`config.mk`:
```
export PLATFORM = sky130hd
export DESIGN_NAME = sdcd_decoder
export DESIGN_NICKNAME = d
export VERILOG_FILES = /design/src/hdl/sdcd_pkg.sv /design/src/hdl/sdcd_sync.sv /design/src/hdl/sdcd_cfg_words.sv /design/src/hdl/sdcd_decoder.sv
export SDC_FILE = /design/constraint.sdc
export NUM_CORES = 1
export LEC_CHECK = 0
export CAP_MARGIN = 20
export CELL_PAD_IN_SITES_DETAIL_PLACEMENT = 1
export CELL_PAD_IN_SITES_GLOBAL_PLACEMENT = 1
export CORE_MARGIN = 8
export CORE_UTILIZATION = 45
export CTS_CLUSTER_DIAMETER = 50
export DETAILED_ROUTE_END_ITERATION = 16
export DONT_BUFFER_PORTS = 1
export GPL_ROUTABILITY_DRIVEN = 0
export GPL_TIMING_DRIVEN = 0
export PLACE_DENSITY_LB_ADDON = 0.1
export SLEW_MARGIN = 20
export SYNTH_ARGS = -nofsm -noshare
export SYNTH_HDL_FRONTEND = slang
export SYNTH_SLANG_ARGS = --single-unit
```
`constraint.sdc`:
```
create_clock -name clk_sys -period 3.13 [get_ports clk_sys]
set_clock_uncertainty 0.1 [all_clocks]
set_input_delay 0.939 -clock clk_sys [delete_from_list [all_inputs] [get_ports clk_sys]]
set_output_delay 0.939 -clock clk_sys [all_outputs]
set_load 0.01 [all_outputs]
```
`src/hdl/sdcd_pkg.sv`:
```
// shared constants, command kinds and pin bundles for the command decoder
package sdcd_pkg;

   // ----------------------------------------------------------------
   // address field widths, set by density and data width
   // ----------------------------------------------------------------
   localparam int BA_W   = 3;
   localparam int ROW_W  = 14;
   localparam int COL_W  = 10;
   localparam int ADDR_W = 14;
   localparam int NUM_BANKS = 8;

   // ----------------------------------------------------------------
   // address bit positions with command meaning
   // ----------------------------------------------------------------
   localparam int AUTO_CLOSE_POS = 10;
   localparam int CHOP_SEL_POS   = 12;

   // ----------------------------------------------------------------
   // configuration words
   // ----------------------------------------------------------------
   localparam int NUM_CFG   = 4;
   localparam int CFG_SEL_W = 2;
   localparam int BL_LO     = 0;
   localparam int BL_W      = 2;
   localparam logic [BL_W-1:0]   BL_FIX8 = 2'h0;
   localparam logic [BL_W-1:0]   BL_OTF  = 2'h1;
   localparam logic [BL_W-1:0]   BL_FIX4 = 2'h2;
   localparam logic [ADDR_W-1:0] CFG_RST = 14'h0000;

   // ----------------------------------------------------------------
   // burst lengths in link clock periods (two beats each)
   // ----------------------------------------------------------------
   localparam logic [2:0] BURST8_CK = 3'h4;
   localparam logic [2:0] BURST4_CK = 3'h2;

   // ----------------------------------------------------------------
   // row, column, write strobe codes (high = 1)
   // ----------------------------------------------------------------
   localparam logic [2:0] RCW_CFG     = 3'h0;
   localparam logic [2:0] RCW_REFRESH = 3'h1;
   localparam logic [2:0] RCW_CLOSE   = 3'h2;
   localparam logic [2:0] RCW_OPEN    = 3'h3;
   localparam logic [2:0] RCW_WRITE   = 3'h4;
   localparam logic [2:0] RCW_READ    = 3'h5;
   localparam logic [2:0] RCW_CAL     = 3'h6;
   localparam logic [2:0] RCW_IDLE    = 3'h7;

   typedef enum logic [4:0] {
      K_NONE, K_DESEL, K_IDLE, K_CFG, K_REFRESH, K_SELF_ENTRY,
      K_SELF_EXIT, K_CLOSE_ONE, K_CLOSE_ALL, K_ROW_OPEN, K_WRITE,
      K_READ, K_CAL_START, K_CAL_RUN, K_CAL_SHORT, K_SLEEP_ENTRY,
      K_SLEEP_EXIT, K_ILLEGAL
   } sdcd_kind_t;

   typedef enum logic [1:0] {
      PWR_ACTIVE, PWR_SLEEP, PWR_SELF
   } sdcd_pwr_t;

   typedef struct packed {
      logic              cs_n;
      logic              ras_n;
      logic              cas_n;
      logic              we_n;
      logic              cke;
      logic [BA_W-1:0]   ba;
      logic [ADDR_W-1:0] addr;
   } sdcd_pins_t;

   typedef struct packed {
      logic              valid;
      sdcd_kind_t        kind;
      logic [BA_W-1:0]   ba;
      logic [ADDR_W-1:0] addr;
      logic              auto_close;
      logic              chop;
   } sdcd_cmd_t;

endpackage

```
`src/hdl/sdcd_sync.sv`:
```
// two-stage synchroniser for pins arriving from the controller
`timescale 1ns/1ps
module sdcd_sync #(
   parameter int W = 1
) (
   // clock
   input  wire logic         clk_sys,
   // pins
   input  wire logic [W-1:0] d,
   output logic      [W-1:0] q
);
   logic [W-1:0] meta;

   always_ff @(posedge clk_sys) begin
      meta <= d;
      q    <= meta;
   end
endmodule

```
`src/hdl/sdcd_cfg_words.sv`:
```
// four configuration words written by the load command
`timescale 1ns/1ps
module sdcd_cfg_words (
   // clock and reset
   input  wire logic                     clk_sys,
   input  wire logic                     rst,
   // write port
   input  wire logic                     load,
   input  wire logic [sdcd_pkg::CFG_SEL_W-1:0] sel,
   input  wire logic [sdcd_pkg::ADDR_W-1:0]    word,
   // stored words
   output logic [sdcd_pkg::NUM_CFG-1:0][sdcd_pkg::ADDR_W-1:0] words
);
   import sdcd_pkg::*;

   always_ff @(posedge clk_sys) begin
      if (rst) begin
         words <= {NUM_CFG{CFG_RST}};
      end else if (load) begin
         words[sel] <= word;
      end
   end
endmodule

```
`src/hdl/sdcd_decoder.sv`:
```
// command decoder and state tracker for the memory device
`timescale 1ns/1ps
// Notes on behaviour
// - command comes only from select, strobes and clock enable at clock rise, except self-renew exit
// - bank, row and column widths are set by density and data width
// - termination control level never changes decoding or state
// - bank commands other than close-all act only on the bank named with them
// - bank bits pick which of four config words takes the opcode
// - self-renew exit taken when clock enable rises, without clock edge
// - a started read or write burst always runs to its end
// - first config word decides fixed or per-command burst length
// - idle command starts nothing and lets work in progress finish
// - deselect behaves like idle: nothing starts, work continues
// - no refresh happens while in sleep
// - first long calibration is the startup one, later ones runtime
// - deselect blocks new commands, leaves ongoing work alone
// - a bank must be closed before another row opens in it
module sdcd_decoder (
   // system
   input  wire logic                  clk_sys,
   input  wire logic                  sys_rst,
   // controller pins
   input  wire logic                  ck,
   input  wire logic                  reset_n,
   input  wire logic                  termination_ctrl,
   input  wire sdcd_pkg::sdcd_pins_t  pins,
   // decoded command
   output sdcd_pkg::sdcd_cmd_t        cmd,
   output logic                       cmd_refused,
   output logic                       seq_error,
   // device state
   output sdcd_pkg::sdcd_pwr_t        power_state,
   output logic [sdcd_pkg::NUM_BANKS-1:0] bank_open,
   output logic                       burst_busy,
   output logic                       burst_write,
   output logic                       startup_cal_done,
   output logic [15:0]                refresh_count,
   output logic                       term_level,
   output logic [sdcd_pkg::NUM_CFG-1:0][sdcd_pkg::ADDR_W-1:0] cfg_words
);
   import sdcd_pkg::*;

   // ----------------------------------------------------------------
   // pin synchronisation
   // ----------------------------------------------------------------
   localparam int SYNC_W = 3 + $bits(sdcd_pins_t);

   logic [SYNC_W-1:0] sync_q;
   logic              ck_s;
   logic              reset_n_s;
   logic              term_s;
   sdcd_pins_t        p;

   // every pin is delayed alike, so a ck rise sees aligned bus levels
   sdcd_sync #(.W(SYNC_W)) u_sync (
      .clk_sys (clk_sys),
      .d       ({ck, reset_n, termination_ctrl, pins}),
      .q       (sync_q)
   );

   assign {ck_s, reset_n_s, term_s, p} = sync_q;

   wire rst = sys_rst | ~reset_n_s;

   // ----------------------------------------------------------------
   // state
   // ----------------------------------------------------------------
   logic              ck_q;
   logic              cke_q;
   logic              cke_lvl_q;
   logic [2:0]        burst_left;
   logic [BA_W-1:0]   burst_bank;
   logic              burst_ap;
   sdcd_pwr_t         next_pwr;
   sdcd_kind_t        next_kind;
   logic [NUM_BANKS-1:0] next_open;
   logic [2:0]        next_left;

   // ----------------------------------------------------------------
   // decoding
   // ----------------------------------------------------------------
   function automatic sdcd_kind_t base_kind(input logic [2:0] rcw,
                                            input logic       a10,
                                            input logic       cal_done);
      sdcd_kind_t k;
      k = K_ILLEGAL;
      case (rcw)
         RCW_CFG:     k = K_CFG;
         RCW_REFRESH: k = K_REFRESH;
         RCW_CLOSE:   k = a10 ? K_CLOSE_ALL : K_CLOSE_ONE;
         RCW_OPEN:    k = K_ROW_OPEN;
         RCW_WRITE:   k = K_WRITE;
         RCW_READ:    k = K_READ;
         RCW_CAL:     k = !a10 ? K_CAL_SHORT :
                          (cal_done ? K_CAL_RUN : K_CAL_START);
         RCW_IDLE:    k = K_IDLE;
         default:     k = K_ILLEGAL;
      endcase
      return k;
   endfunction

   wire [2:0] rcw      = {p.ras_n, p.cas_n, p.we_n};
   wire       ck_rise  = ck_s & ~ck_q;
   wire       keep     = cke_q & p.cke;
   wire       going_dn = cke_q & ~p.cke;
   wire       nop_like = p.cs_n | (rcw == RCW_IDLE);
   wire       a10      = p.addr[AUTO_CLOSE_POS];
   wire       a12      = p.addr[CHOP_SEL_POS];
   wire [BL_W-1:0] bl_mode = cfg_words[0][BL_LO +: BL_W];
   // fixed eight unless per-command select or fixed four is configured
   wire       chop     = (bl_mode == BL_OTF) ? ~a12 :
                         (bl_mode == BL_FIX4);
   wire sdcd_kind_t sel_kind = base_kind(rcw, a10, startup_cal_done);

   // termination level is deliberately absent from everything below except the term_level register
   always_comb begin
      next_kind = K_NONE;
      if (power_state == PWR_SELF) begin
         if (p.cke & ~cke_lvl_q) begin
            next_kind = K_SELF_EXIT;
         end
      end else if (ck_rise) begin
         if (power_state == PWR_SLEEP) begin
            if (p.cke) begin
               next_kind = K_SLEEP_EXIT;
            end
         end else if (keep) begin
            next_kind = p.cs_n ? K_DESEL : sel_kind;
         end else if (going_dn) begin
            if (!p.cs_n && rcw == RCW_REFRESH) begin
               next_kind = K_SELF_ENTRY;
            end else if (nop_like) begin
               next_kind = K_SLEEP_ENTRY;
            end else begin
               next_kind = K_ILLEGAL;
            end
         end
      end
   end

   wire is_rw    = (next_kind == K_READ) | (next_kind == K_WRITE);
   wire refuse   = is_rw & (burst_left != 3'h0);
   wire need_idl = (next_kind == K_CFG) | (next_kind == K_REFRESH) |
                   (next_kind == K_SELF_ENTRY);
   wire conflict = ((next_kind == K_ROW_OPEN) & bank_open[p.ba]) |
                   (need_idl & (|bank_open)) |
                   (next_kind == K_ILLEGAL);
   wire take     = (next_kind != K_NONE) & ~refuse & ~conflict;
   wire burst_end = ck_rise & (burst_left == 3'h1);

   // ----------------------------------------------------------------
   // next state
   // ----------------------------------------------------------------
   always_comb begin
      next_pwr = power_state;
      case (take ? next_kind : K_NONE)
         K_SELF_ENTRY:  next_pwr = PWR_SELF;
         K_SLEEP_ENTRY: next_pwr = PWR_SLEEP;
         K_SELF_EXIT:   next_pwr = PWR_ACTIVE;
         K_SLEEP_EXIT:  next_pwr = PWR_ACTIVE;
         default:       next_pwr = power_state;
      endcase
   end

   always_comb begin
      next_open = bank_open;
      if (burst_end & burst_ap) begin
         next_open[burst_bank] = 1'b0;
      end
      if (take) begin
         case (next_kind)
            K_CLOSE_ONE: next_open[p.ba] = 1'b0;
            K_CLOSE_ALL: next_open = '0;
            K_ROW_OPEN:  next_open[p.ba] = 1'b1;
            default:     next_open = next_open;
         endcase
      end
   end

   // idle and deselect never load, so a running burst just counts down
   always_comb begin
      if (take & is_rw) begin
         next_left = chop ? BURST4_CK : BURST8_CK;
      end else if (ck_rise & (burst_left != 3'h0)) begin
         next_left = 3'(burst_left - 3'h1);
      end else begin
         next_left = burst_left;
      end
   end

   // ----------------------------------------------------------------
   // registers
   // ----------------------------------------------------------------
   always_ff @(posedge clk_sys) begin
      if (rst) begin
         ck_q       <= 1'b0;
         cke_q      <= 1'b0;
         cke_lvl_q  <= 1'b0;
         term_level <= 1'b0;
      end else begin
         ck_q       <= ck_s;
         cke_lvl_q  <= p.cke;
         term_level <= term_s;
         if (next_kind == K_SELF_EXIT) begin
            cke_q <= 1'b1;
         end else if (ck_rise) begin
            cke_q <= p.cke;
         end
      end
   end

   always_ff @(posedge clk_sys) begin
      if (rst) begin
         cmd         <= '0;
         cmd_refused <= 1'b0;
         seq_error   <= 1'b0;
      end else begin
         cmd.valid      <= next_kind != K_NONE;
         cmd.kind       <= next_kind;
         cmd.ba         <= p.ba;
         cmd.addr       <= p.addr;
         cmd.auto_close <= a10 & is_rw;
         cmd.chop       <= chop & is_rw;
         cmd_refused    <= refuse;
         seq_error      <= conflict;
      end
   end

   always_ff @(posedge clk_sys) begin
      if (rst) begin
         power_state      <= PWR_ACTIVE;
         bank_open        <= '0;
         burst_left       <= 3'h0;
         burst_busy       <= 1'b0;
         burst_bank       <= '0;
         burst_ap         <= 1'b0;
         burst_write      <= 1'b0;
         startup_cal_done <= 1'b0;
         refresh_count    <= 16'h0000;
      end else begin
         power_state <= next_pwr;
         bank_open   <= next_open;
         burst_left  <= next_left;
         burst_busy  <= next_left != 3'h0;
         if (take & is_rw) begin
            burst_bank  <= p.ba;
            burst_ap    <= a10;
            burst_write <= next_kind == K_WRITE;
         end
         if (take & (next_kind == K_CAL_START)) begin
            startup_cal_done <= 1'b1;
         end
         // sleep yields no refresh kind, so the count stands still
         if (take & (next_kind == K_REFRESH)) begin
            refresh_count <= 16'(refresh_count + 16'h0001);
         end
      end
   end

   // ----------------------------------------------------------------
   // configuration words
   // ----------------------------------------------------------------
   sdcd_cfg_words u_cfg (
      .clk_sys (clk_sys),
      .rst     (rst),
      .load    (take & (next_kind == K_CFG)),
      .sel     (p.ba[CFG_SEL_W-1:0]),
      .word    (p.addr),
      .words   (cfg_words)
   );
endmodule

```
# After elaboration in Yosys (flattened, before gate mapping)
# Cells that the tools add are included.
# classes
eq_ne	27
n_mux	34
magnitude_cmp	6
n_bitwise	37
n_addsub	2
n_reduce_logical	13
# ops
op	n
56-bit bitwise mux	1
5-bit 2-to-1 mux	10
5-bit case mux with 8 select lines	1
5-bit by 3-bit == test with 1-bit output (second input constant)	6
5-bit by 4-bit == test with 1-bit output (second input constant)	6
14-bit demux with 2-bit select	1
8-bit case mux with 3 select lines	1
1-bit AND	18
16-bit by 1-bit adder with 16-bit output (second input constant)	1
8-bit AND	2
8-bit 2-to-1 mux	2
8-bit NOT	2
14-bit 2-to-1 mux	1
3-bit == test (second input constant)	4
3-bit 2-to-1 mux	4
5-bit == test (second input constant)	2
3-bit nonzero test	3
3-bit by 4-bit less-than comparator with 1-bit output (second input constant)	2
8-bit bitwise OR	1
8-bit OR reduction	1
1-bit 2-to-1 mux	7
1-bit NOT	7
1-bit bitwise OR	7
1-bit demux with 3-bit select	2
19 further kinds	27
# totals
regBits	173
out_inout_bits	113

# Logic depth before layout (Yosys ltp)
# depth
depth_word	21
mapped_depth	11

# Modules after synthesis
# A second synthesis with hierarchy kept.
# hier_totals
hier_cells	611
area_unflattened_um2	6381.1
# by_module_without_submodules
module	n_inst	seq_area_each_um2	area_per_inst_um2	cells_per_inst
sdcd_decoder	1	1341.3	3130.5	360
sdcd_cfg_words	1	1121.1	2249.7	201
sdcd_sync	1	1001.0	1001.0	50

# Worst setup path before layout
# No wires, ideal clock.
# synth_path
path_type	reg-to-reg
startpoint	register power_state[0]
endpoint	register power_state[1]
path_stages_with_launch	11
setup_time_ns	0.116
setup_slack_ns	0.361
arrival_time_ns	2.552
path_buffers	2
required_ns	2.914
path_cell_list	dfxtp_1 -> and4bb_2 -> buf_2 -> or2_2 -> o22ai_1 -> o211ai_1 -> a211oi_2 -> or2_1 -> buf_2 -> nor4_1 -> o211a_1
# synth_via
elab_chain_len	16
# synth_rtl
element	line	rtl
start, declared	sdcd_decoder.sv:32	output sdcd_pkg::sdcd_pwr_t power_state,
start signal, assigned	sdcd_decoder.sv:241	power_state <= next_pwr;
2-bit by 1-bit == test with 1-bit output	sdcd_decoder.sv:123	if (power_state == PWR_SLEEP) begin
5-bit 2-to-1 mux	sdcd_decoder.sv:123	
5-bit 2-to-1 mux	sdcd_decoder.sv:122	end else if (ck_rise) begin
5-bit 2-to-1 mux (*)	sdcd_decoder.sv:118	if (power_state == PWR_SELF) begin
5-bit by 2-bit == test with 1-bit output or 5-bit by 3-bit == test with 1-bit output (tied branches)	sdcd_decoder.sv:143	wire need_idl = (next_kind == K_CFG) | (next_kind == K_REFRESH) |
1-bit bitwise OR (2 in a row)	sdcd_decoder.sv:143	
1-bit AND	sdcd_decoder.sv:146	(need_idl & (|bank_open)) |
1-bit bitwise OR	sdcd_decoder.sv:145	wire conflict = ((next_kind == K_ROW_OPEN) & bank_open[p.ba]) |
1-bit bitwise OR	sdcd_decoder.sv:146	
1-bit NOT	sdcd_decoder.sv:148	wire take = (next_kind != K_NONE) & ~refuse & ~conflict;
1-bit AND	sdcd_decoder.sv:148	
5-bit 2-to-1 mux (*)	sdcd_decoder.sv:156	case (take ? next_kind : K_NONE)
5-bit == test or 5-bit by 3-bit == test with 1-bit output (tied branches)	sdcd_decoder.sv:156	
2-bit OR reduction (no line)	n/a	
2-bit case mux with 3 select lines or 3-bit nonzero test (tied branches)	n/a	
# Every way passes the cells marked *; elsewhere a longest branch is shown, timed or not.
# A chain may end at the register's enable or synchronous reset.

# Worst setup path in the final report
# layout_path
startpoint	register ck_q
endpoint	register refresh_count[13]
# layout_via
elab_chain_len	13
# layout_rtl
element	line	rtl
start, declared	sdcd_decoder.sv:68	logic ck_q;
start signal, assigned	sdcd_decoder.sv:201	ck_q <= ck_s;
1-bit NOT (*)	sdcd_decoder.sv:103	wire ck_rise = ck_s & ~ck_q;
1-bit AND (*)	sdcd_decoder.sv:103	
5-bit 2-to-1 mux (*)	sdcd_decoder.sv:122	
5-bit 2-to-1 mux (*)	sdcd_decoder.sv:118	
5-bit by 2-bit == test with 1-bit output or 5-bit by 3-bit == test with 1-bit output (tied branches)	sdcd_decoder.sv:143, sdcd_decoder.sv:254	
1-bit bitwise OR (2 in a row)	sdcd_decoder.sv:143	
1-bit AND	sdcd_decoder.sv:146	
1-bit bitwise OR	sdcd_decoder.sv:145	
1-bit bitwise OR	sdcd_decoder.sv:146	
1-bit NOT	sdcd_decoder.sv:148	
1-bit AND	sdcd_decoder.sv:148	
1-bit AND (*)	sdcd_decoder.sv:254	if (take & (next_kind == K_REFRESH)) begin
end signal, assigned	sdcd_decoder.sv:255	refresh_count <= 16'(refresh_count + 16'h0001);
end, declared	sdcd_decoder.sv:37	output logic [15:0] refresh_count,
# Marks and branches as above.

==> out/results.txt <==
core area = 0.0137 mm^2
hpwl dp = 13600 um
peak supply drop = 361 uV
Cell Chain, Critical Path = and2b_1 -> and3_1 -> clkbuf_4 -> o21ai_0 -> o211ai_1 -> a211oi_4 -> buf_4 -> or3_1 -> buf_4 -> or4_4 -> a21oi_2
Worst-path clk slew = 70 ps
fraction of registers with async set/reset = 0%
area of the mapped netlist = 0.00620 mm^2
Antenna Nets Post-Route = 0
Max clock buf depth = 2
post-synthesis cell type count = 58
Cell Count, Final, Fillers Out = 895
share of layout cells above drive strength 1 = 14.1%
Fill cells = 1546
Yosys top cell area share = 55.9%
Worst path slowest cell = or4_4
DIE WIDTH = 133 um
Reg area = 0.00347 mm^2
LEAKAGE = 0.00247 uW
Crit. End Element = register
GRT met2 Usage = 32.5%
combinational power share = 3.1%
Die Ht = 133 um
Sw Ratio = 23.6%
register area share after synthesis = 55.9%
period utilization = 97.2%
sink count of the clock tree = 173
Syn Nets = 701
vias after detailed routing = 5031
Worst EP arrival = 3310 ps
area grow syn2layout = 17.0%
Yosys reg bits = 173
Post-synth top cells = dfxtp_1, nand2_1, a21oi_1
area leader, netlist = dfxtp_1
Buffers on Ports = 0
Clock Latency Late Sink = 430 ps
CP most frequent cell = buf_4
crit path max fanout = 9
Slew Limit Fails = 0
Finished Core Util = 53.1%
Worst-Margin Slew = 1000 ps
Final Power = 4580 uW
M3 GR Usage = 8.47%
Fin. Hold Viols = 0
hold_ws = 226 ps
number of synthesized flops with an enable pin = 0
Final Cell Area = 0.00725 mm^2
Slew headroom = 32.9%
Tmin final = 3040 ps
placed instance count = 850
mean routed wirelength per cell = 21.0 um
Gate Count Post-Synth = 670
H-tree levels = 4
Flop pwr share = 50.0%
Int Pwr = 3500 uW
Hold WC Path Type = reg2reg
drt drc = 0
ANT cells = 0
P_sw = 1080 uW
first-pass GRT wire length = 29200 um
Total GRT Usage = 20.9%
Iteration-0 DRC Markers = 279
PwrDens = 632 mW/mm^2
Ports = 140
Initial Util = 45.4%
vias in the first global route = 5228
fin nets = 733
initial antenna violation count = 1
Bufs and invs on worst path = 3
Achievable Freq = 329 MHz
Clock power frac = 47.0%
CP required = 3390 ps
Most Crowded Layer GR = met2
MaxCap Viol Count = 0
Avg Cell Area, Syn = 9.26 um^2
pin count of the biggest net entering global routing = 18
most frequent cell after synthesis = dfxtp_1
M1 GR Usage = 25.2%
GR Overflow Total = 0
# rows = 43
CTS tree = yes
DRT Wirelength = 18800 um
CTS Root Cell = clkbuf_16
total die area = 0.0178 mm^2
ys flop type = dfxtp_1
1st-pass router iterations = 5
status = complete, no violations
placed cell area = 0.00643 mm^2
clock buffer count from CTS = 17
multi-input logic area = 0.00260 mm^2
Crit Path Category = reg2reg
CP top delay family = simple AND/OR/NAND/NOR gates
synth warn = 0
final setup vio count = 0
startpoint types = register
top post-synthesis cells by area = dfxtp_1, nand2_1, a21oi_1
Critical Path Max Stage Delay = 420 ps
Vias/cell = 5.62
-- layer usage --
layer | wire length (um) | share of wire, %
met1 | 7690 | 41
met2 | 8990 | 48
met3 | 1640 | 8.8
met4 | 428 | 2.3
met5 | 0 | 0
-- layout make-up --
| class | instances | share of cell area, % |
|---|---|---|
| plain buffers | 38 | 2.71 |
| clock buffers | 18 | 5.92 |
| clock inverters | 14 | 2.42 |
| inverters | 14 | 0.725 |
| multi-input cells | 444 | 35.9 |
| flip-flops and latches | 173 | 47.8 |
| well taps | 180 | 3.11 |
| repair buffers | 14 | 1.45 |
-- what timing repair did --
item	in CTS	in global routing
resized for setup	6	32
hold endpoints to repair	0	0
pin swaps	4	7
endpoints found under the setup margin	43	59
hold buffers	0	0
buffers inserted	6	8
-- stage by stage --
stage,setup TNS (ps),worst slack (ps)
after floorplan,0,361
after global placement,-2500,-194
after detailed placement,-3540,-259
after CTS,0,0.475
after global routing,-114,-50.1
final,0,86.1
-- power by group through the flow --
| stage | clock [uW] | sequential, uW | combinational, uW |
|---|---|---|---|
| after CTS | 2200 | 2290 | 130 |
| after detailed placement | 0 | 2340 | 127 |
| after global routing | 2290 | 2290 | 153 |
| final | 2150 | 2290 | 140 |
| after floorplan | 0 | 2320 | 92.0 |
| after global placement | 0 | 2340 | 123 |
-- flip-flops by register name, indices dropped and copies added, names as in the netlist, 2 cells and up --
name and cells:
burst_bank 3, refresh_count 16, burst_left 3, u_sync.meta 25, bank_open 8, cmd 25
u_sync.q 25, u_cfg.words 56, power_state 2
-- cells in the final DEF (no fill, tap or decap), types with 8 or more instances in the layout --
master,count
dfxtp_1,169
nand2_1,133
a21oi_1,69
nor2_1,39
and2_1,21
o21ai_0,20
clkbuf_1,20
clkbuf_16,17
buf_4,16
inv_1,14
nand3_1,14
nand2b_1,10
nand4_1,10
nor4_1,9
xnor2_1,9
mux2i_1,8
-- kinds of logic (layout without fill, tap and decap cells) --
kind of cell | Yosys count | count (layout) | share of synthesized area, %
buffers and inverters | 53 | 98 | 3.73
adder cells (fa/ha/maj) | 4 | 4 | 0.807
flip-flops | 173 | 173 | 55.9
AO/OA/AOI/OAI | 136 | 136 | 13.8
multiplexers | 12 | 12 | 2.38
XOR/XNOR | 9 | 9 | 1.27
AND/OR/NAND/NOR | 283 | 283 | 22.1
-- worst register-to-register path, delay by kind of cell (launching register included) --
family          cells  cell delay (ps)
buf+inv             3              540
flops               1              300
compound gates      4              800
simple gates        4             1240
-- worst paths after layout --
check	startpoint	to	slack (ps)	cells past startpoint
max	ck_q	refresh_count[13]	90	11
min	u_sync.meta[15]	u_sync.q[15]	230	0
max reg2reg	ck_q	refresh_count[13]	90	11
min reg2reg	u_sync.meta[15]	u_sync.q[15]	230	0
Power figures use the tool's default switching activity.
